$ cat config.mk
export PLATFORM = sky130hd
export DESIGN_NAME = usbsp_top
export DESIGN_NICKNAME = d
export VERILOG_FILES = /design/src/design/usbsp_pkg.sv /design/src/design/usbsp_sync.sv /design/src/design/usbsp_top.sv
export VERILOG_INCLUDE_DIRS = /design/src /design/src/design
export SDC_FILE = /design/constraint.sdc
export NUM_CORES = 2
export LEC_CHECK = 0
export ABC_CLOCK_PERIOD_IN_PS = 6490
export BUFFER_PORTS_ARGS = -buffer_cell sky130_fd_sc_hd__buf_2
export CORE_MARGIN = 2
export CORE_UTILIZATION = 60
export CTS_BUF_LIST = sky130_fd_sc_hd__clkbuf_8
export DETAILED_ROUTE_END_ITERATION = 16
export MAX_ROUTING_LAYER = met4
export PLACE_DENSITY_LB_ADDON = 0.05
export SETUP_SLACK_MARGIN = 0.15
export SLEW_MARGIN = 20
export SYNTH_ARGS = -nofsm -noshare
export SYNTH_HDL_FRONTEND = slang
export SYNTH_SLANG_ARGS = --single-unit
$ cat constraint.sdc
create_clock -name REF_CLK -period 6.49 [get_ports REF_CLK]
set_input_delay 0.9735 -clock REF_CLK [delete_from_list [all_inputs] [get_ports REF_CLK]]
set_output_delay 0.9735 -clock REF_CLK [all_outputs]
set_load 0.02 [all_outputs]
$ cat src/design/usbsp_map.svh
`ifndef USBSP_MAP_SVH
`define USBSP_MAP_SVH

// ****************************************
// Register offsets (byte addresses)
// ****************************************
`define USBSP_OFS_CTL0 9'h000
`define USBSP_OFS_ID 9'h001
`define USBSP_OFS_IDCOMP 9'h002
`define USBSP_OFS_INT_STAT 9'h004
`define USBSP_OFS_INT_MASK 9'h005
`define USBSP_OFS_STATUS 9'h006
`define USBSP_OFS_CTL1 9'h007
`define USBSP_OFS_RX_SHIFT 9'h008
`define USBSP_OFS_EP_BASE 9'h010
`define USBSP_EP_COUNT 7

// ****************************************
// Control register 0 fields
// ****************************************
`define USBSP_CTL0_SRST 7
`define USBSP_CTL0_PULLUP 6
`define USBSP_CTL0_RESMEN 5
`define USBSP_CTL0_LPRES 4
`define USBSP_CTL0_VREG 2
`define USBSP_CTL0_PHY 0

// ****************************************
// Interrupt status fields
// ****************************************
`define USBSP_INT_BUSRST 0
`define USBSP_INT_SUSP 1
`define USBSP_INT_RESUME 2
`define USBSP_INT_EOP 3
`define USBSP_INT_SYNC 4

// ****************************************
// Endpoint config fields and receiver constants
// ****************************************
`define USBSP_EP_DIR 2
`define USBSP_EP_DBUF 3
`define USBSP_EP_DBUF_LO 5
`define USBSP_EP_DBUF_HI 6
`define USBSP_RST_BYTE 8'h00
`define USBSP_SYNC_PAT 8'h80
`define USBSP_STUFF_RUN 3'h6

// ****************************************
// Timing
// ****************************************
`define USBSP_CLK_HZ 10000000
`define USBSP_IDLE_MS 3
`define USBSP_BUSRST_NS 2500
`define USBSP_IDLE_CYC (`USBSP_IDLE_MS * (`USBSP_CLK_HZ / 1000))
`define USBSP_BUSRST_CYC \
   ((`USBSP_BUSRST_NS * (`USBSP_CLK_HZ / 1000000) + 999) / 1000)

`endif

$ cat src/design/usbsp_pkg.sv
package usbsp_pkg;
   // Line state as seen on the data pair, full-speed polarity
   typedef enum logic [1:0] {
      USBSP_SE0 = 2'b00,
      USBSP_K = 2'b01,
      USBSP_J = 2'b10,
      USBSP_SE1 = 2'b11
   } usbsp_line_t;
   // Endpoint transfer kinds
   typedef enum logic [1:0] {
      USBSP_EP_CTRL = 2'b00,
      USBSP_EP_INTR = 2'b01,
      USBSP_EP_BULK = 2'b10,
      USBSP_EP_ISO = 2'b11
   } usbsp_ep_t;
endpackage

$ cat src/design/usbsp_sync.sv
`timescale 1ns/10ps
// Three-stage input synchroniser; a change is accepted once the
// second and third stages agree.
module usbsp_sync #(
   parameter logic RST_VAL = 1'b0 // Idle level of the pin
) (
   input wire logic clk,
   input wire logic rst,
   input wire logic d,
   output logic q
);
   logic s1_r, s2_r, s3_r, q_r; // Chain and accepted value
   logic s1_nxt, s2_nxt, s3_nxt, q_nxt;

   // Next values; first stage only feeds the second
   always_comb begin
      s1_nxt = d;
      s2_nxt = s1_r;
      s3_nxt = s2_r;
      q_nxt = (s2_r == s3_r) ? s3_r : q_r;
   end

   // Registers
   always_ff @(posedge clk) begin
      if (rst) begin
         // Idle level, so no false edge follows reset
         s1_r <= RST_VAL;
         s2_r <= RST_VAL;
         s3_r <= RST_VAL;
         q_r <= RST_VAL;
      end else begin
         s1_r <= s1_nxt;
         s2_r <= s2_nxt;
         s3_r <= s3_nxt;
         q_r <= q_nxt;
      end
   end

   assign q = q_r;
endmodule

$ cat src/design/usbsp_top.sv
// Our own choices: the register addresses and the plain strobed port.
`timescale 1ns/10ps
`include "usbsp_map.svh"
module usbsp_top #(
   parameter int IDLE_CYC = `USBSP_IDLE_CYC,
   parameter logic [7:0] PERIPH_ID = 8'h5A // Arbitrary value
) (
   input wire logic REF_CLK,
   input wire logic RESET,
   input wire logic [8:0] ADDR,
   input wire logic [7:0] WDATA,
   input wire logic WR,
   input wire logic RD,
   output logic [7:0] RDATA,
   input wire logic DP_IN,
   input wire logic DM_IN,
   output logic DP_OUT,
   output logic DM_OUT,
   output logic DP_OE,
   output logic DM_OE,
   output logic PULLUP_EN,
   output logic REG_EN,
   output logic PHY_EN,
   input wire logic PARTIAL_STOP,
   output logic IRQ,
   output logic WAKE_IRQ
);
   import usbsp_pkg::*;

   // ****************************************
   // Declarations
   // ****************************************
   localparam int IW = $clog2(IDLE_CYC + 1); // Idle counter width
   localparam logic [5:0] BUSRST_CYC = 6'(`USBSP_BUSRST_CYC);
   localparam int NEP = `USBSP_EP_COUNT;

   logic dp_s, dm_s; // Synchronised line levels
   usbsp_line_t line; // Decoded line state
   logic mod_rst; // Pin reset or software module reset
   logic srst_r, srst_nxt; // One-cycle soft reset pulse
   logic pullup_r, pullup_nxt;
   logic resmen_r, resmen_nxt;
   logic lpres_r, lpres_nxt;
   logic vreg_r, vreg_nxt;
   logic phy_r, phy_nxt;
   logic rwake_r, rwake_nxt; // Drive K for remote wake
   logic [4:0] stat_r, stat_nxt; // Sticky events
   logic [4:0] mask_r, mask_nxt;
   logic susp_r, susp_nxt; // Suspend flag
   logic [IW-1:0] idle_r, idle_nxt;
   logic [5:0] se0_r, se0_nxt; // SE0 run length
   logic busrst_r, busrst_nxt; // Bus reset seen in this SE0
   usbsp_line_t prev_r, prev_nxt; // Line state one cycle ago
   logic [7:0] shift_r, shift_nxt; // Unstuffed received bits
   logic [2:0] ones_r, ones_nxt; // Run of ones for unstuffing
   logic [3:0] ep_r [NEP]; // Endpoint type, direction, buffering
   logic [3:0] ep_nxt [NEP];
   logic [7:0] ram_r [256]; // Shared buffer RAM
   logic [7:0] rdata_r, rdata_nxt;
   logic irq_r, irq_nxt, wake_r, wake_nxt;
   logic oe_r, oe_nxt, pu_out_r, pu_out_nxt;
   logic [4:0] ev; // Events this cycle
   logic [7:0] ctl0_v;

   // ****************************************
   // Line input synchronisers
   // ****************************************
   // Reset to idle J so no false SE0 or end-of-packet follows
   usbsp_sync #(.RST_VAL(1'b1)) u_sync_dp (
      .clk(REF_CLK),
      .rst(RESET),
      .d(DP_IN),
      .q(dp_s)
   );
   usbsp_sync #(.RST_VAL(1'b0)) u_sync_dm (
      .clk(REF_CLK),
      .rst(RESET),
      .d(DM_IN),
      .q(dm_s)
   );

   // Full-speed polarity: J is positive line high
   assign line = usbsp_line_t'({dp_s, dm_s});
   // Soft reset acts like the pin reset but leaves the input synchronisers and the read data
   assign mod_rst = RESET | srst_r;
   assign ctl0_v = {1'b0, pullup_r, resmen_r, lpres_r, 1'b0, vreg_r,
      1'b0, phy_r};

   // ****************************************
   // Next-state logic
   // ****************************************
   always_comb begin
      srst_nxt = 1'b0;
      pullup_nxt = pullup_r;
      resmen_nxt = resmen_r;
      vreg_nxt = vreg_r;
      phy_nxt = phy_r;
      rwake_nxt = rwake_r;
      mask_nxt = mask_r;
      for (int i = 0; i < NEP; i++) begin
         ep_nxt[i] = ep_r[i];
      end
      ev = '0;
      // Register writes
      if (WR && ADDR == `USBSP_OFS_CTL0) begin
         srst_nxt = WDATA[`USBSP_CTL0_SRST];
         pullup_nxt = WDATA[`USBSP_CTL0_PULLUP];
         resmen_nxt = WDATA[`USBSP_CTL0_RESMEN];
         vreg_nxt = WDATA[`USBSP_CTL0_VREG];
         phy_nxt = WDATA[`USBSP_CTL0_PHY];
      end
      if (WR && ADDR == `USBSP_OFS_INT_MASK) begin
         mask_nxt = WDATA[4:0];
      end
      if (WR && ADDR == `USBSP_OFS_CTL1) begin
         rwake_nxt = WDATA[0];
      end
      for (int i = 0; i < NEP; i++) begin
         if (WR && ADDR == `USBSP_OFS_EP_BASE + 9'(i)) begin
            // Endpoint 0 is always bidirectional control
            ep_nxt[i] = (i == 0) ? 4'h0 : WDATA[3:0];
            // Double buffering exists only on the last two endpoints
            if (i != `USBSP_EP_DBUF_LO && i != `USBSP_EP_DBUF_HI) begin
               ep_nxt[i][`USBSP_EP_DBUF] = 1'b0;
            end
         end
      end
      // Idle timer: any non-J state is bus activity
      if (line == USBSP_J) begin
         idle_nxt = (idle_r == IW'(IDLE_CYC)) ? idle_r : idle_r + 1'b1;
      end else begin
         idle_nxt = '0;
      end
      susp_nxt = (line == USBSP_J) &&
         (susp_r || idle_r == IW'(IDLE_CYC - 1));
      ev[`USBSP_INT_SUSP] = susp_nxt && !susp_r;
      // Bus reset: SE0 held long enough, reported once
      se0_nxt = (line == USBSP_SE0) ?
         ((se0_r == BUSRST_CYC) ? se0_r : se0_r + 1'b1) : 6'h00;
      busrst_nxt = (line == USBSP_SE0) && (busrst_r || se0_nxt ==
         BUSRST_CYC);
      ev[`USBSP_INT_BUSRST] = busrst_nxt && !busrst_r;
      // End of packet: SE0 returning to J
      ev[`USBSP_INT_EOP] = prev_r == USBSP_SE0 && line == USBSP_J;
      // NRZI: no transition is a one; drop the bit after six ones
      prev_nxt = line;
      shift_nxt = shift_r;
      ones_nxt = ones_r;
      if (line == USBSP_J || line == USBSP_K) begin
         if (ones_r == `USBSP_STUFF_RUN) begin
            ones_nxt = 3'h0;
         end else if (line == prev_r) begin
            shift_nxt = {1'b1, shift_r[7:1]};
            ones_nxt = ones_r + 1'b1;
         end else begin
            shift_nxt = {1'b0, shift_r[7:1]};
            ones_nxt = 3'h0;
         end
      end else begin
         ones_nxt = 3'h0;
      end
      ev[`USBSP_INT_SYNC] = shift_nxt == `USBSP_SYNC_PAT &&
         shift_r != `USBSP_SYNC_PAT;
      // Resume flag: set by K in stop while suspended; the flag is
      // a level held until the enable drops, so a stopped link
      // clock loses nothing once the bus clock returns
      lpres_nxt = resmen_nxt && (lpres_r || (resmen_r && susp_r &&
         PARTIAL_STOP && line == USBSP_K));
      ev[`USBSP_INT_RESUME] = lpres_nxt && !lpres_r;
      // Sticky status; a read clears, a same-cycle event wins
      stat_nxt = stat_r;
      if (RD && ADDR == `USBSP_OFS_INT_STAT) begin
         stat_nxt = 5'h00;
      end
      stat_nxt = stat_nxt | ev;
      irq_nxt = |(stat_nxt & mask_nxt);
      wake_nxt = lpres_nxt;
      // Lines float unless the transceiver is on and driving K
      oe_nxt = phy_nxt && rwake_nxt;
      pu_out_nxt = pullup_nxt;
      // Read data for the next cycle
      rdata_nxt = 8'h00;
      if (RD) begin
         if (ADDR[8]) begin
            rdata_nxt = ram_r[ADDR[7:0]];
         end else begin
            case (ADDR)
               `USBSP_OFS_CTL0: rdata_nxt = ctl0_v;
               `USBSP_OFS_ID: rdata_nxt = PERIPH_ID;
               `USBSP_OFS_IDCOMP: rdata_nxt = ~PERIPH_ID;
               `USBSP_OFS_INT_STAT: rdata_nxt = {3'h0, stat_r};
               `USBSP_OFS_INT_MASK: rdata_nxt = {3'h0, mask_r};
               `USBSP_OFS_STATUS: rdata_nxt = {5'h00, line, susp_r};
               `USBSP_OFS_CTL1: rdata_nxt = {7'h00, rwake_r};
               `USBSP_OFS_RX_SHIFT: rdata_nxt = shift_r;
               default: begin
                  for (int i = 0; i < NEP; i++) begin
                     if (ADDR == `USBSP_OFS_EP_BASE + 9'(i)) begin
                        rdata_nxt = {4'h0, ep_r[i]};
                     end
                  end
               end
            endcase
         end
      end
   end

   // ****************************************
   // State registers
   // ****************************************
   always_ff @(posedge REF_CLK) begin
      if (mod_rst) begin
         // Soft reset also drops every enable (transceiver, regulator, pull-up, resume); firmware restarts them
         srst_r <= 1'b0;
         pullup_r <= 1'b0;
         resmen_r <= 1'b0;
         lpres_r <= 1'b0;
         vreg_r <= 1'b0;
         phy_r <= 1'b0;
         rwake_r <= 1'b0;
         stat_r <= 5'h00;
         mask_r <= 5'h00;
         susp_r <= 1'b0;
         idle_r <= '0;
         se0_r <= 6'h00;
         busrst_r <= 1'b0;
         prev_r <= USBSP_J;
         shift_r <= `USBSP_RST_BYTE;
         ones_r <= 3'h0;
         for (int i = 0; i < NEP; i++) begin
            ep_r[i] <= 4'h0;
         end
         irq_r <= 1'b0;
         wake_r <= 1'b0;
         oe_r <= 1'b0;
         pu_out_r <= 1'b0;
      end else begin
         srst_r <= srst_nxt;
         pullup_r <= pullup_nxt;
         resmen_r <= resmen_nxt;
         lpres_r <= lpres_nxt;
         vreg_r <= vreg_nxt;
         phy_r <= phy_nxt;
         rwake_r <= rwake_nxt;
         stat_r <= stat_nxt;
         mask_r <= mask_nxt;
         susp_r <= susp_nxt;
         idle_r <= idle_nxt;
         se0_r <= se0_nxt;
         busrst_r <= busrst_nxt;
         prev_r <= prev_nxt;
         shift_r <= shift_nxt;
         ones_r <= ones_nxt;
         ep_r <= ep_nxt;
         irq_r <= irq_nxt;
         wake_r <= wake_nxt;
         oe_r <= oe_nxt;
         pu_out_r <= pu_out_nxt;
      end
   end

   // Read data is a bus answer, zero without a read; of the resets only the pin reset clears it
   always_ff @(posedge REF_CLK) begin
      if (RESET) begin
         rdata_r <= 8'h00;
      end else begin
         rdata_r <= rdata_nxt;
      end
   end

   // Buffer RAM keeps its contents over resets, like system RAM
   always_ff @(posedge REF_CLK) begin
      if (WR && ADDR[8]) begin
         ram_r[ADDR[7:0]] <= WDATA;
      end
   end

   // ****************************************
   // Outputs
   // ****************************************
   assign RDATA = rdata_r;
   assign DP_OUT = 1'b0; // K state while driving
   assign DM_OUT = oe_r;
   assign DP_OE = oe_r;
   assign DM_OE = oe_r;
   assign PULLUP_EN = pu_out_r;
   assign REG_EN = vreg_r;
   assign PHY_EN = phy_r;
   assign IRQ = irq_r;
   assign WAKE_IRQ = wake_r;

   // ****************************************
   // Checks
   // ****************************************
   srst_clear_a: assert property (@(posedge REF_CLK)
      disable iff (RESET) srst_r |=> !phy_r && !vreg_r && !srst_r)
      else $error("soft reset left enables set");
   susp_time_a: assert property (@(posedge REF_CLK)
      disable iff (mod_rst) $rose(susp_r) |-> idle_r == IW'(IDLE_CYC))
      else $error("suspend set at wrong idle count");
   susp_busy_a: assert property (@(posedge REF_CLK)
      disable iff (mod_rst) line != USBSP_J |=> !susp_r)
      else $error("suspend held during activity");
   lpres_set_a: assert property (@(posedge REF_CLK)
      disable iff (mod_rst) resmen_r && susp_r && PARTIAL_STOP &&
      line == USBSP_K && !WR |=> lpres_r && WAKE_IRQ)
      else $error("resume flag or wake missing");
   lpres_clr_a: assert property (@(posedge REF_CLK)
      disable iff (mod_rst) !resmen_r |-> !lpres_r)
      else $error("resume flag without enable");
   line_hiz_a: assert property (@(posedge REF_CLK)
      disable iff (RESET) !phy_r |-> !DP_OE && !DM_OE)
      else $error("lines driven while transceiver off");
   pullup_out_a: assert property (@(posedge REF_CLK)
      disable iff (RESET) PULLUP_EN == pullup_r)
      else $error("pull-up select not followed");
   busrst_irq_a: assert property (@(posedge REF_CLK)
      disable iff (mod_rst) (line == USBSP_SE0)[*8] ##1
      (line == USBSP_SE0)[*8] ##1 (line == USBSP_SE0)[*8] ##1
      (line == USBSP_SE0) |=> busrst_r)
      else $error("bus reset not flagged");
   busrst_stat_a: assert property (@(posedge REF_CLK)
      disable iff (mod_rst) $rose(busrst_r) |-> stat_r[`USBSP_INT_BUSRST])
      else $error("bus reset event not latched");
   dbuf_only_a: assert property (@(posedge REF_CLK)
      disable iff (mod_rst) !ep_r[1][`USBSP_EP_DBUF] && ep_r[0] == 4'h0)
      else $error("endpoint config illegal");
   ram_read_a: assert property (@(posedge REF_CLK)
      disable iff (RESET) WR && ADDR[8] ##1 RD && ADDR == $past(ADDR)
      |=> RDATA == $past(WDATA, 2))
      else $error("buffer RAM read mismatch");
   susp_c: cover property (@(posedge REF_CLK) $rose(susp_r));
   wake_c: cover property (@(posedge REF_CLK) $rose(WAKE_IRQ));
   busrst_c: cover property (@(posedge REF_CLK) $rose(busrst_r));
   sync_c: cover property (@(posedge REF_CLK) ev[`USBSP_INT_SYNC]);
endmodule

==> summary.md <==
| Metric | Value |
|---|---|
| CORE AREA | `0.139 mm²` |
| Final setup fails | `0` |
| Kind of critical path | `in -> reg` |
| First-pass GRT wire length | `slightly above 300000 µm` |
| Placed inst area | `0.0861 mm²` |
| Area of the mapped netlist | `roughly 0.084 mm²` |
| Detail Placement HPWL | `130000 µm` |
| H-tree levels | `5` |
| Synth warn | `0` |
| Netlist cell types | `79` |
| Setup Buffers After CTS | `0` |
| Syn_area_per_cell | `20.6 µm²` |
| Drt wl/cell | `33.4 µm` |
| Post-cts resize count | `0` |
| Status | `complete, no violations` |
| Die Ht | `378 µm` |
| Routed via count | `42742` |
| Final total power | `~0.027 W` |
| Fin Setup TNS | `0 ns` |
| Gpl congestion | `0.917` |
| Synth Flop Type | `edfxtp_1` |
| Sequential share of the synthesized area | `0.756` |
| Die Width | `378 µm` |
| Final slew viol count | `0` |
| Worst skew pair latency | `1.01 ns` |
| Initial Utilization | `0.603` |
| Final Skew | `0.0480 ns` |
| Vias per cell | `~6.6` |
| Data arrival, critical path | `4.76 ns` |
| Area Overhead vs Synth | `10.1%` |
| Top-Level Pins | `41` |
| Finished Layout Cells | `6468` |
| Min Clock Period, post-route | `3.89 ns` |
| Crit. End Element | `flip-flop` |
| Routed length on met3 | `20900 µm` |
| Ys async rst share | `0` |
| RSZ-0062 raised after global routing | `false` |
| M1 wire length | `84800 µm` |
| Total track usage | `0.317` |
| Most frequent cells in the layout | `edfxtp_1, mux4_2, clkbuf_8, nor2_1, mux2i_1` |
| Antenna violations before repair | `6` |
| Number of global-route vias before repair | `roughly 42000` |
| TritonCTS clock tree | `built` |
| Drt drc | `0` |
| Post-Synthesis Cells | `4075` |
| Most common cell after layout, fill and taps aside | `edfxtp_1` |
| ANT nets after route | `0` |
| Nets | `approximately 4400` |
| Fin. Hold Viols | `0` |
| Top cell type's share of synthesized area | `0.734` |
| Slew @ Worst Pin | `between 1 and 1.5 ns` |
| Top routing layer in use | `met4` |
| Clock transition at path regs | `approximately 0.060 ns` |
| DR WL met2 | `slightly above 100000 µm` |
| Die area | `between 0.1 and 0.15 mm²` |
| Crit path launch type | `input port` |
| Hold buffers post-CTS | `0` |
| Worst rel slew slack | `0.254` |
| Port buffer count | `39` |
| Cts bufs inserted | `354` |
| LEAKAGE | `29.4 nW` |
| Crit share post-route | `0.600` |
| Final instance area | `between 0.09 and 0.1 mm²` |
| Grt ovf | `0` |
| Post-synth top area cell | `edfxtp_1` |
| Hold/Removal Path Class | `in -> reg` |
| Clk sinks | `around 2100` |
| Pin count of the biggest net entering global routing | `185` |
| DR iter-0 viols | `5676` |
| Cells after DPL | `slightly below 6000` |
| Synthesized flop and latch total | `~2100` |
| VDD IR max | `0.219 mV` |
| CP required | `7.35 ns` |
| Rows | `between 100 and 150` |
| CTS Buffer Depth | `4` |
| CTS root buf | `clkbuf_8` |
| Syn Nets | `4108` |
| WL final | `216000 µm` |
| Post-synth EDFFs | `2048` |
| Max-cap violations | `0` |
| Critical path fanouts, max | `109` |
| Pre-Repair DR Iteration Count | `6` |
| Share of layout cells above drive strength 1 | `0.250` |
| P per Cell Area | `293 mW/mm²` |
| Fmax | `0.257 GHz` |
| Top post-synthesis cells by area | `edfxtp_1, mux4_2, dfxtp_1, mux2i_1, nor2_1` |
-- cell usage after synthesis, drive strengths merged (11+ instances only) --
cell and count:
edfxtp 2048, mux4 543, nor2 347, mux2i 151, buf 138, nand2 129, clkbuf 107, dfxtp 91
nand3 60, a21oi 43, a22oi 41, nor2b 36, nor3 30, o21ai 27, o22ai 25, inv 22
nand4 20, a32oi 15, nand2b 15, nor4 14, a211oi 12, and2 11
-- per-stage QoR --
stage	worst slack, ns	hold WS, ns	util
global route	2.55	0.121	0.663
CTS	2.72	0.0852	0.663
floorplan	2.88	0.389	-
detailed placement	1.69	0.409	0.619
finish	2.60	0.164	0.663
global placement	1.67	0.408	0.619
-- where the power goes --
group	total (W)	switching (W)	internal [W]
logic	0.00138	0.000907	0.000475
clock network	0.0105	0.00512	0.00534
registers	0.0152	0.0000143	0.0151
-- flip-flops by register name (all words and copies together) (netlist names), 2 cells and up --
| name | flops |
|---|---|
| stat_r | 5 |
| idle_r | 15 |
| mask_r | 5 |
| ones_r | 3 |
| RDATA | 8 |
| ep_r | 20 |
| shift_r | 8 |
| ram_r | 2048 |
| se0_r | 6 |
| prev_r | 2 |
-- cells by family (layout without fill, tap and decap cells) --
| kind of cell | Yosys count | after routing | synth area share |
|---|---|---|---|
| other | 1 | 8 | 0.0000448 |
| adders and majority gates | 9 | 9 | 0.00134 |
| DFF | 2139 | 2139 | 0.756 |
| xor gates and xnor gates | 19 | 19 | 0.00199 |
| muxes | 699 | 699 | 0.165 |
| buffers and inverters | 269 | 779 | 0.0186 |
| and+or+nand+nor | 694 | 694 | 0.0370 |
| AOI/OAI and AO/OA | 245 | 245 | 0.0206 |
-- layer usage --
metal | vias to the layer above | global-route usage
met5 | - | -
met4 | 0 | 0.119
met3 | 510 | 0.0729
met2 | 2400 | 0.468
met1 | 22455 | 0.438
li1 | 17377 | -
-- worst paths after layout --
kind | from | to | slack, ns | cells after the start
setup reg to reg | ram_r[150][1]$_DFFE_PP_ | RDATA[1]$_SDFF_PP0_ | 3.49 | 7
setup / recovery | ADDR[1] | RDATA[1]$_SDFF_PP0_ | 2.60 | 9
hold reg to reg | u_sync_dp.s1_r$_SDFF_PP1_ | u_sync_dp.s2_r$_SDFF_PP1_ | 0.42 | 1
hold / removal | DP_IN | u_sync_dp.s1_r$_SDFF_PP1_ | 0.16 | 2
-- worst max-delay path, stage by stage --
cell      delay (ns)
buf_8           0.50
buf_12          0.59
mux4_2          0.42
mux2i_1         0.42
o22ai_1         0.17
o21ai_0         0.58
o311ai_0        0.50
a21oi_1         0.28
nor3b_1         0.08
-- layout make-up --
class                   instances  area, µm²
repair buffers                152       1320
clock buffers                 366       5040
clock inverters               237       1050
flip-flops and latches       2139      63300
fillers                      9197      46800
well taps                    1876       2350
inverters                      24       97.6
multi-input cells            1667      19000
diodes                          7       17.5
(Power assumes the default switching activity.)
